--- config.mk ---
export PLATFORM = sky130hd
export DESIGN_NAME = bit_test_branch_exec
export DESIGN_NICKNAME = d
export VERILOG_FILES = /design/src/verilog/bit_test_branch_pkg.sv /design/src/verilog/data_port_if.sv /design/src/verilog/bank_addr_unit.sv /design/src/verilog/bit_test_branch_exec.sv
export SDC_FILE = /design/constraint.sdc
export NUM_CORES = 1
export LEC_CHECK = 0
export BUFFER_PORTS_ARGS = -buffer_cell sky130_fd_sc_hd__buf_2
export CAP_MARGIN = 20
export CORE_MARGIN = 3
export CORE_UTILIZATION = 50
export DETAILED_ROUTE_END_ITERATION = 8
export PLACE_DENSITY = 0.78
export SYNTH_ARGS = -nofsm -noshare
export SYNTH_HDL_FRONTEND = slang
export SYNTH_HIERARCHICAL = 1
export SYNTH_SLANG_ARGS = --single-unit
export TNS_END_PERCENT = 30
--- constraint.sdc ---
create_clock -name mclk -period 3.5 [get_ports mclk]
set_clock_uncertainty 0.2 [all_clocks]
set_input_delay 0.175 -clock mclk [delete_from_list [all_inputs] [get_ports mclk]]
set_output_delay 0.175 -clock mclk [all_outputs]
set_load 0.005 [all_outputs]
--- src/verilog/bit_test_branch_pkg.sv ---
// constants and types shared by the bit test and branch execution block
// Behaviour
// RL1: test_bit_skip_if_clear skips the next instruction when the chosen bit is zero.
// RL2: test_bit_skip_if_set skips the next instruction when the chosen bit is one.
// RL3: a taken skip drops the prefetched word and runs one empty cycle.
// RL4: skipping over a two-word instruction runs two empty cycles.
// RL5: operand bit a=0 uses access bank, a=1 uses bank_select_register bank.
// RL6: extended set, a=0 and address up to 95 uses indexed literal offset.
// RL7: toggle_bit inverts one bit, writes back in one cycle, flags untouched.
// RL8: taken flag branches load PC+2+2n and take two cycles, else one.
// RL9: watchdog_kick clears watchdog counter and postscaler, one cycle, no write.
// RL10: watchdog_kick sets timeout_flag and power_down_flag to one.
// RL11: invert_file_register complements, d picks accumulator or register, sets N and Z.
// RL12: compare_equal_skip compares without storing or flags, skips when equal.
// RL13: call pushes return address, loads 20-bit target, optional shadow copy.
// RL14: zero_file_register writes zero and sets the zero flag in one cycle.
package bit_test_branch_pkg;
   localparam int ADDR_W = 12;
   localparam int PC_W = 21;
   localparam logic [7:0] ACCESS_LIMIT = 8'h5f;
   localparam logic [7:0] ACCESS_SFR_BASE = 8'h60;
   localparam logic [3:0] SFR_BANK = 4'hf;
   localparam logic [PC_W-1:0] PC_RESET = 21'h000000;
   localparam logic [15:0] OP_WDT_KICK = 16'h0004;
   localparam logic [3:0] OP_TEST_CLR = 4'hb;
   localparam logic [3:0] OP_TEST_SET = 4'ha;
   localparam logic [3:0] OP_TOGGLE = 4'h7;
   localparam logic [7:0] OP_BR_OV = 8'he4;
   localparam logic [7:0] OP_BR_ZERO = 8'he0;
   localparam logic [6:0] OP_CALL = 7'h76;
   localparam logic [3:0] OP_SECOND = 4'hf;
   localparam logic [6:0] OP_ZERO_REG = 7'h35;
   localparam logic [5:0] OP_INVERT = 6'h07;
   localparam logic [6:0] OP_CMP_EQ = 7'h31;
   typedef enum logic [1:0] {EXEC, FLUSH, CALL2} exec_state_t;
endpackage

--- src/verilog/data_port_if.sv ---
// data memory address port between the executor and its address unit
`timescale 1ns/100ps
`default_nettype none
interface data_port_if;
   logic [7:0] fileAddr;
   logic accessBit;
   logic [11:0] physAddr;
   modport exec (output fileAddr, output accessBit, input physAddr);
   modport unit (input fileAddr, input accessBit, output physAddr);
endinterface
`default_nettype wire

--- src/verilog/bank_addr_unit.sv ---
// file address to data memory address mapping
`timescale 1ns/100ps
`default_nettype none
module bank_addr_unit
   import bit_test_branch_pkg::*;
(
   // address request
   data_port_if.unit port,
   // banking state
   input wire logic [3:0] bankSelect,
   input wire logic extendedSet,
   input wire logic [11:0] frameBase
);
   // access bank, indexed window or selected bank
   always_comb
   begin
      if (port.accessBit)
         port.physAddr = {bankSelect, port.fileAddr}; // see RL5
      else if (extendedSet && port.fileAddr <= ACCESS_LIMIT)
         port.physAddr = frameBase + {4'h0, port.fileAddr}; // see RL6
      else if (port.fileAddr >= ACCESS_SFR_BASE)
         port.physAddr = {SFR_BANK, port.fileAddr}; // see RL5
      else
         port.physAddr = {4'h0, port.fileAddr}; // see RL5
   end
endmodule
`default_nettype wire

--- src/verilog/bit_test_branch_exec.sv ---
// executor for bit test, branch, call, clear, complement and compare
`timescale 1ns/100ps
`default_nettype none
module bit_test_branch_exec
   import bit_test_branch_pkg::*;
(
   // clock and reset
   input wire logic mclk,
   input wire logic srst,
   // instruction stream
   input wire logic [15:0] instrWord,
   input wire logic instrValid,
   input wire logic nextIsTwoWord,
   input wire logic extendedSet,
   input wire logic [11:0] frameBase,
   // data memory
   output logic [11:0] memAddr,
   input wire logic [7:0] memRdata,
   output logic memWrite,
   output logic [7:0] memWdata,
   // core state
   output logic [PC_W-1:0] progCounter,
   output logic [7:0] accumulator,
   output logic [3:0] bankSelect,
   output logic zeroFlag,
   output logic negFlag,
   input wire logic overflowFlag,
   output logic timeoutFlag,
   output logic powerDownFlag,
   output logic [7:0] accumulatorShadow,
   output logic [7:0] flagsShadow,
   output logic [3:0] bankShadow,
   // return stack and watchdog
   output logic stackPush,
   output logic [PC_W-1:0] stackData,
   output logic watchdogClear,
   output logic busy
);
   import bit_test_branch_pkg::*;

   exec_state_t state;
   logic [1:0] flushLeft;
   logic [7:0] callLow;
   logic callShadow;
   // high while the flush stands for a skipped word, low after a jump
   logic flushAdvance;
   data_port_if port();

   bank_addr_unit addrUnit (
      .port(port),
      .bankSelect(bankSelect),
      .extendedSet(extendedSet),
      .frameBase(frameBase)
   );

   // decode strobes, valid only in the execute state
   logic go;
   logic isTestClr, isTestSet, isToggle, isBrOv, isBrZero, isCall;
   logic isZeroReg, isInvert, isCmpEq, isKick;
   logic [2:0] bitSel;
   logic bitVal, doSkip, doBranch;
   logic [7:0] inverted;
   assign go = instrValid && state == EXEC;
   assign isTestClr = go && instrWord[15:12] == OP_TEST_CLR;
   assign isTestSet = go && instrWord[15:12] == OP_TEST_SET;
   assign isToggle = go && instrWord[15:12] == OP_TOGGLE;
   assign isBrOv = go && instrWord[15:8] == OP_BR_OV;
   assign isBrZero = go && instrWord[15:8] == OP_BR_ZERO;
   assign isCall = go && instrWord[15:9] == OP_CALL;
   assign isZeroReg = go && instrWord[15:9] == OP_ZERO_REG;
   assign isInvert = go && instrWord[15:10] == OP_INVERT;
   assign isCmpEq = go && instrWord[15:9] == OP_CMP_EQ;
   assign isKick = go && instrWord == OP_WDT_KICK;
   assign bitSel = instrWord[11:9];
   assign bitVal = memRdata[bitSel];
   assign inverted = ~memRdata;
   // the skip decision needs the operand read this same cycle
   assign doSkip = (isTestClr && !bitVal) // see RL1
      || (isTestSet && bitVal) // see RL2
      || (isCmpEq && memRdata == accumulator); // see RL12
   assign doBranch = (isBrOv && overflowFlag) || (isBrZero && zeroFlag); // see RL8

   // operand address through the banking unit
   assign port.fileAddr = instrWord[7:0];
   assign port.accessBit = instrWord[8];
   assign memAddr = port.physAddr;

   // signed offset doubled and added past the branch word
   function automatic logic [PC_W-1:0] branchTarget(
      input logic [PC_W-1:0] pc, input logic [7:0] n);
      logic [PC_W-1:0] ext;
      ext = {{(PC_W-9){n[7]}}, n, 1'b0};
      branchTarget = pc + 21'h2 + ext;
   endfunction

   // write port: toggle, clear, complement to register
   always_comb
   begin
      memWrite = 1'b0;
      memWdata = 8'h00;
      if (isToggle)
      begin
         memWrite = 1'b1;
         memWdata = memRdata ^ (8'h01 << bitSel); // see RL7
      end
      else if (isZeroReg)
      begin
         memWrite = 1'b1; // see RL14
      end
      else if (isInvert && instrWord[9])
      begin
         memWrite = 1'b1;
         memWdata = inverted; // see RL11
      end
   end

   // sequencing: skip flushes and the call second word
   always_ff @(posedge mclk)
   begin
      if (srst)
      begin
         state <= EXEC;
         flushLeft <= 2'h0;
         callLow <= 8'h00;
         callShadow <= 1'b0;
      end
      else
      begin
         unique case (state)
            EXEC:
               if (doSkip)
               begin
                  state <= FLUSH; // see RL3
                  flushLeft <= nextIsTwoWord ? 2'h1 : 2'h0; // see RL4
               end
               else if (doBranch)
               begin
                  state <= FLUSH; // see RL8
                  flushLeft <= 2'h0;
               end
               else if (isCall)
               begin
                  state <= CALL2;
                  callLow <= instrWord[7:0];
                  callShadow <= instrWord[8];
               end
            FLUSH:
               if (flushLeft == 2'h0)
                  state <= EXEC;
               else
                  flushLeft <= flushLeft - 2'h1; // see RL4
            CALL2:
               if (instrValid)
                  state <= FLUSH; // see RL13
         endcase
      end
   end
   assign busy = state != EXEC;

   // only a skip flush steps over a word; a jump target must not move
   always_ff @(posedge mclk)
   begin
      if (srst)
         flushAdvance <= 1'b0;
      else if (state == EXEC)
         flushAdvance <= doSkip; // see RL3
      else if (state == CALL2)
         flushAdvance <= 1'b0; // see RL13
   end

   // program counter
   always_ff @(posedge mclk)
   begin
      if (srst)
         progCounter <= PC_RESET;
      else if (doBranch)
         progCounter <= branchTarget(progCounter, instrWord[7:0]); // see RL8
      else if (state == CALL2 && instrValid)
         progCounter <= {instrWord[11:0], callLow, 1'b0}; // see RL13
      else if ((instrValid && state == EXEC) || (state == FLUSH && flushAdvance))
         progCounter <= progCounter + 21'h2; // see RL3 RL4
   end

   // return stack push, address of the word after the call
   always_ff @(posedge mclk)
   begin
      if (srst)
      begin
         stackPush <= 1'b0;
         stackData <= PC_RESET;
      end
      else
      begin
         stackPush <= state == CALL2 && instrValid; // see RL13
         if (state == CALL2 && instrValid)
            stackData <= progCounter + 21'h2;
      end
   end

   // shadow copies on a fast call
   always_ff @(posedge mclk)
   begin
      if (srst)
      begin
         accumulatorShadow <= 8'h00;
         flagsShadow <= 8'h00;
         bankShadow <= 4'h0;
      end
      else if (state == CALL2 && instrValid && callShadow)
      begin
         accumulatorShadow <= accumulator; // see RL13
         flagsShadow <= {3'h0, negFlag, overflowFlag, zeroFlag, 2'h0};
         bankShadow <= bankSelect;
      end
   end

   // accumulator and bank register; bank is only cleared by reset, nothing loads it
   always_ff @(posedge mclk)
   begin
      if (srst)
      begin
         accumulator <= 8'h00;
         bankSelect <= 4'h0;
      end
      else if (isInvert && !instrWord[9])
         accumulator <= inverted; // see RL11
   end

   // arithmetic flags; compare and toggle leave them alone
   always_ff @(posedge mclk)
   begin
      if (srst)
      begin
         zeroFlag <= 1'b0;
         negFlag <= 1'b0;
      end
      else if (isZeroReg)
         zeroFlag <= 1'b1; // see RL14
      else if (isInvert)
      begin
         zeroFlag <= inverted == 8'h00; // see RL11
         negFlag <= inverted[7];
      end
   end

   // watchdog kick and its status flags
   always_ff @(posedge mclk)
   begin
      if (srst)
      begin
         watchdogClear <= 1'b0;
         timeoutFlag <= 1'b1;
         powerDownFlag <= 1'b1;
      end
      else
      begin
         watchdogClear <= isKick; // see RL9
         if (isKick)
         begin
            timeoutFlag <= 1'b1; // see RL10
            powerDownFlag <= 1'b1;
         end
      end
   end

   skip_one_a: assert property (@(posedge mclk) disable iff (srst)
      doSkip && !nextIsTwoWord |=> busy ##1 !busy)
      else $error("skip did not take one flush cycle"); // see RL3
   skip_two_a: assert property (@(posedge mclk) disable iff (srst)
      doSkip && nextIsTwoWord |=> busy [*2] ##1 !busy)
      else $error("two word skip length wrong"); // see RL4
   test_clr_a: assert property (@(posedge mclk) disable iff (srst)
      isTestClr && !memRdata[instrWord[11:9]] |=> busy)
      else $error("clear test did not skip"); // see RL1
   test_set_a: assert property (@(posedge mclk) disable iff (srst)
      isTestSet && !memRdata[instrWord[11:9]] |=> !busy)
      else $error("set test skipped on zero bit"); // see RL2
   cmp_eq_a: assert property (@(posedge mclk) disable iff (srst)
      isCmpEq |=> $stable(zeroFlag) && $stable(accumulator))
      else $error("compare changed state"); // see RL12
   branch_pc_a: assert property (@(posedge mclk) disable iff (srst)
      doBranch |=> progCounter == $past(progCounter) + 21'h2
         + {{12{$past(instrWord[7])}}, $past(instrWord[7:0]), 1'b0})
      else $error("branch target wrong"); // see RL8
   branch_hold_a: assert property (@(posedge mclk) disable iff (srst)
      doBranch |=> busy ##1 progCounter == $past(progCounter))
      else $error("branch target moved in flush"); // see RL8
   kick_flags_a: assert property (@(posedge mclk) disable iff (srst)
      isKick |=> watchdogClear && timeoutFlag && powerDownFlag && !$past(memWrite))
      else $error("watchdog kick effects missing"); // see RL9 RL10
   toggle_bit_a: assert property (@(posedge mclk) disable iff (srst)
      isToggle |-> memWrite && (memWdata ^ memRdata) == (8'h01 << bitSel))
      else $error("toggle wrote wrong value"); // see RL7
   zero_reg_a: assert property (@(posedge mclk) disable iff (srst)
      isZeroReg |-> memWrite && memWdata == 8'h00 ##1 zeroFlag)
      else $error("clear register effects missing"); // see RL14
   invert_acc_a: assert property (@(posedge mclk) disable iff (srst)
      isInvert && !instrWord[9] |=> accumulator == ~$past(memRdata))
      else $error("complement to accumulator wrong"); // see RL11
   call_push_a: assert property (@(posedge mclk) disable iff (srst)
      isCall ##1 instrValid |=> stackPush)
      else $error("call did not push"); // see RL13
   bank_sel_a: assert property (@(posedge mclk) disable iff (srst)
      instrWord[8] |-> memAddr == {bankSelect, instrWord[7:0]})
      else $error("banked address wrong"); // see RL5
   indexed_a: assert property (@(posedge mclk) disable iff (srst)
      !instrWord[8] && extendedSet && instrWord[7:0] <= ACCESS_LIMIT
         |-> memAddr == frameBase + {4'h0, instrWord[7:0]})
      else $error("indexed address wrong"); // see RL6
endmodule
`default_nettype wire

==> flow_summary.ini <==
[clocking]
insertion_delay_ns = 0.35
numCtsBuffers = 9
tritoncts_num_sinks = 77
clk_transition_reported_paths_ns = 0.06
cts_root_buf = sky130_fd_sc_hd__clkbuf_16
tritoncts = built
cts_buffer_depth = 2
h-tree-depth = 3

[synth]
top_area_cells_in_the_synthesized_netlist = sky130_fd_sc_hd__dfxtp_1 26%, sky130_fd_sc_hd__ha_1 7.6%, sky130_fd_sc_hd__nor2_1 5.7%
synth_edf_count = 0
post_synth_inst_count = 784
post-synth-top-area-cell = sky130_fd_sc_hd__dfxtp_1
yosys-mux-area-fraction_pct = 3.631
share_of_the_synthesized_area_in_the_top_cell_type_pct = 25.86
synth_cell_types = 72
ys_seq_elements = 77
synth_xor_area_share_pct = 7.051
netlist_area_um2 = 5962
ys_top_cells_by_count = 90 x sky130_fd_sc_hd__nor2_1, 82 x sky130_fd_sc_hd__nand2_1, 77 x sky130_fd_sc_hd__dfxtp_1
yosysSeqAreaShare_pct = 25.86
simple_logic_cell_fraction_of_the_synthesized_area_pct = 22.08
largest_family_of_logic_cells_by_synthesized_area = compound AO/OA/AOI/OAI gates
async_flop_share_pct = 0
yosys_most_used_dff = sky130_fd_sc_hd__dfxtp_1
synth_compound_gate_area_share_pct = 25.75
synth-adder-area-share_pct = 8.227
syn_avg_cell_area_um2 = 7.605
synth_most_common_cell = sky130_fd_sc_hd__nor2_1
yosys_warnings = 6

[worst_setup_path]
startpoint = progCounter[1]
timing.critical_path.cells = ha_1 > nand3_2 > nor2_2 > and4_1 > xnor2_1 > inv_1 > ha_1 > a21o_1 > a21oi_1 > o21bai_1 > a31o_2 > a31oi_2 > a2111oi_2 > a211o_1
critPathCaptureType = flop
r2r_start = progCounter[1]
r2r_setup_slack_ns = 0.16
timing.rr.end = progCounter[17]
cpMaxStageDelayCell = sky130_fd_sc_hd__dfxtp_1
timing.critical_path.fanout_max = 5
cp.arrival_ns = 3.39
critical_path.startpoint_type = flop
critical_path_buffers_and_inverters = 1
cpMostUsedCell = sky130_fd_sc_hd__ha_1
critical_path_class = reg2reg
slowest_delay_ns = 0.36
crit_end = progCounter[17]
critical-path-top-delay-family = compound AO/OA/AOI/OAI gates
critical_path_required_time_ns = 3.54
crit_cells = 14
r2r.worst_path.cells = 14

[cells_and_area]
layout.nets = 997
post-route-cell-area_um2 = 7164
insertedDiodeCount = 0
drive_above_1_share_pct = 21.69
area_growth_syn_to_layout_pct = 20.17
seqCellArea_um2 = 1543
layout.filler_cells = 1058
stdcell_count = 1065
area_of_the_multi_input_gates_um2 = 4095

[timing]
final_max_slew_viol_count = 0
hold_slack_ns = 0.01975
setup_viol = 0
layout_worst_path_cycle_share_pct = 95.54
totalNegativeSetupSlack_ns = 0
worstMarginPinSlew_ns = 0.9946
slew-limit-headroom_pct = 33.69
grt_setup_unrepaired = yes
timing.final.hold_violations = 0
layout_min_cycle_time_ns = 3.344
max_clock_freq_mhz = 299.1

[grt]
grt_start_max_net_pins = 59
grt_pass1_wl_um = 28590
track_usage_pct = 26.98
grt_antenna_before_repair = 0
globalRoute.totalOverflow = 0
first_global_vias = 5609

[outcome]
outcome = completed

[detailed_routing]
route.detailed.wl_per_inst_um = 17.06
antenna_violating_nets_post_route = 0
detail_route.wirelength.met1_um = 8050
dr_wl_met3_um = 1657
route.top_layer_used = met4
initial_drt_pass_iterations = 5
drt_first_iter_violations = 614
dr_wl_met2_um = 8158
viasPerCell = 5.897
routed_via_count = 6280
drcViolationCount = 0
drt_wl_total_um = 18170

[die]
boundaryPins = 144
cell_rows = 39
fp.dieW_um = 115.2
starting_density_of_the_core_pct = 51.77
die-area_um2 = 13270
die_y_um = 115.2
core-area_um2 = 11520

[placement]
postPlaceCellArea_um2 = 6718
port_buffers = 126
dp.final_hpwl_um = 13400
number_of_placed_instances_with_taps_included = 1035
gp_congestion = 0.9999

[flow_run]
max_cap_violations = 0

[hold_path]
worst_hold_path_type = in2reg
timing.hold.worst_path_depth = 2

[power_and_ir_drop]
worst_ir_drop_vdd_v = 0.0003245
power_density_nw_per_um2 = 425.0
p_leak_uw = 0.003194
==> stage by stage <==
| stage | setup slack (ns) | utilization [%] | power [µW] |
|---|---|---|---|
| after floorplan | 0.2501 | - | 1785 |
| after global placement | 0.1092 | 58.33 | 2126 |
| after detailed placement | 0.01020 | 58.33 | 2134 |
| after CTS | 0.06332 | 61.86 | 3034 |
| after global routing | -0.01122 | 62.21 | 3234 |
| final | 0.1562 | 62.21 | 3045 |
==> worst min path at each step <==
stage,endpoint,from,slack (ns)
after floorplan,accumulator[3],memRdata[3],0.07
final,progCounter[13],srst,0.02
after CTS,progCounter[16],srst,0.01
after global placement,accumulatorShadow[3],accumulatorShadow[3],0.24
after global routing,callLow[2],instrWord[2],0.01
after detailed placement,flagsShadow[3],flagsShadow[3],0.24
==> worst register-to-register path: stages (launching register included) <==
cell and delay (ns):
sky130_fd_sc_hd__dfxtp_1 0.36, sky130_fd_sc_hd__ha_1 0.21, sky130_fd_sc_hd__nand3_2 0.15, sky130_fd_sc_hd__nor2_2 0.27, sky130_fd_sc_hd__and4_1 0.26, sky130_fd_sc_hd__xnor2_1 0.19, sky130_fd_sc_hd__inv_1 0.08, sky130_fd_sc_hd__ha_1 0.25
sky130_fd_sc_hd__a21o_1 0.19, sky130_fd_sc_hd__a21oi_1 0.15, sky130_fd_sc_hd__o21bai_1 0.07, sky130_fd_sc_hd__a31o_2 0.25, sky130_fd_sc_hd__a31oi_2 0.23, sky130_fd_sc_hd__a2111oi_2 0.09, sky130_fd_sc_hd__a211o_1 0.29
==> power by group <==
group          internal [µW]  switching [µW]
sequential               946            68.0
combinational            459             688
clock                    486             398
total                   1890            1150
==> cell usage in the layout (no fill, tap or decap), types with 8 or more instances in the layout <==
master,count
sky130_fd_sc_hd__xor2_1,22
sky130_fd_sc_hd__nor4_1,8
sky130_fd_sc_hd__inv_1,31
sky130_fd_sc_hd__a21o_1,11
sky130_fd_sc_hd__nand4_1,20
sky130_fd_sc_hd__o21ai_0,36
sky130_fd_sc_hd__buf_4,27
sky130_fd_sc_hd__o22ai_1,12
sky130_fd_sc_hd__dlygate4sd3_1,12
sky130_fd_sc_hd__a211oi_1,33
sky130_fd_sc_hd__nor3_1,19
sky130_fd_sc_hd__nand2_1,82
sky130_fd_sc_hd__ha_1,35
sky130_fd_sc_hd__mux2i_1,16
sky130_fd_sc_hd__dfxtp_1,76
sky130_fd_sc_hd__conb_1,21
sky130_fd_sc_hd__nor2_1,88
sky130_fd_sc_hd__a21oi_1,62
sky130_fd_sc_hd__xnor2_1,25
sky130_fd_sc_hd__and3_1,8
sky130_fd_sc_hd__clkbuf_16,9
sky130_fd_sc_hd__nand3_1,20
sky130_fd_sc_hd__buf_2,126
==> flip-flops by register name (all words and copies together) (netlist names) <==
name / cells
accumulatorShadow: 8
flushLeft: 2
zeroFlag: 1
callLow: 8
flushAdvance: 1
negFlag: 1
flagsShadow: 3
watchdogClear: 1
stackData: 20
callShadow: 1
accumulator: 8
state: 2
stackPush: 1
progCounter: 20
==> area by class of cell <==
cell class	instances	area share (%)
Clock buffer	10	3.196
Clock inverter	6	0.6811
Inverter	31	1.624
Multi-Input combinational cell	633	57.16
Sequential cell	77	21.53
Tap cell	143	2.497
Timing Repair Buffer	165	13.31
==> metal layers <==
metal	GRT usage, %	vias to the layer above
li1	-	3070
met1	37.86	2892
met4	8.842	0
met5	0	-
met3	5.789	25
met2	41.20	293
==> cells by family (layout without fill, tap and decap cells) <==
group | after synthesis | count (layout)
compound gates | 225 | 225
xor+xnor | 48 | 48
fa+ha+maj | 38 | 38
buf+inv | 93 | 212
flops | 77 | 77
mux | 21 | 21
other cells | 2 | 21
simple gates | 280 | 280
==> timing repair <==
item,in CTS,in global routing
setup buffers,0,2
hold endpoints to repair,11,0
pin swaps,0,3
gates resized for setup,2,6
hold buffers,12,0
setup endpoints to repair,1,8
(Power assumes the default switching activity.)
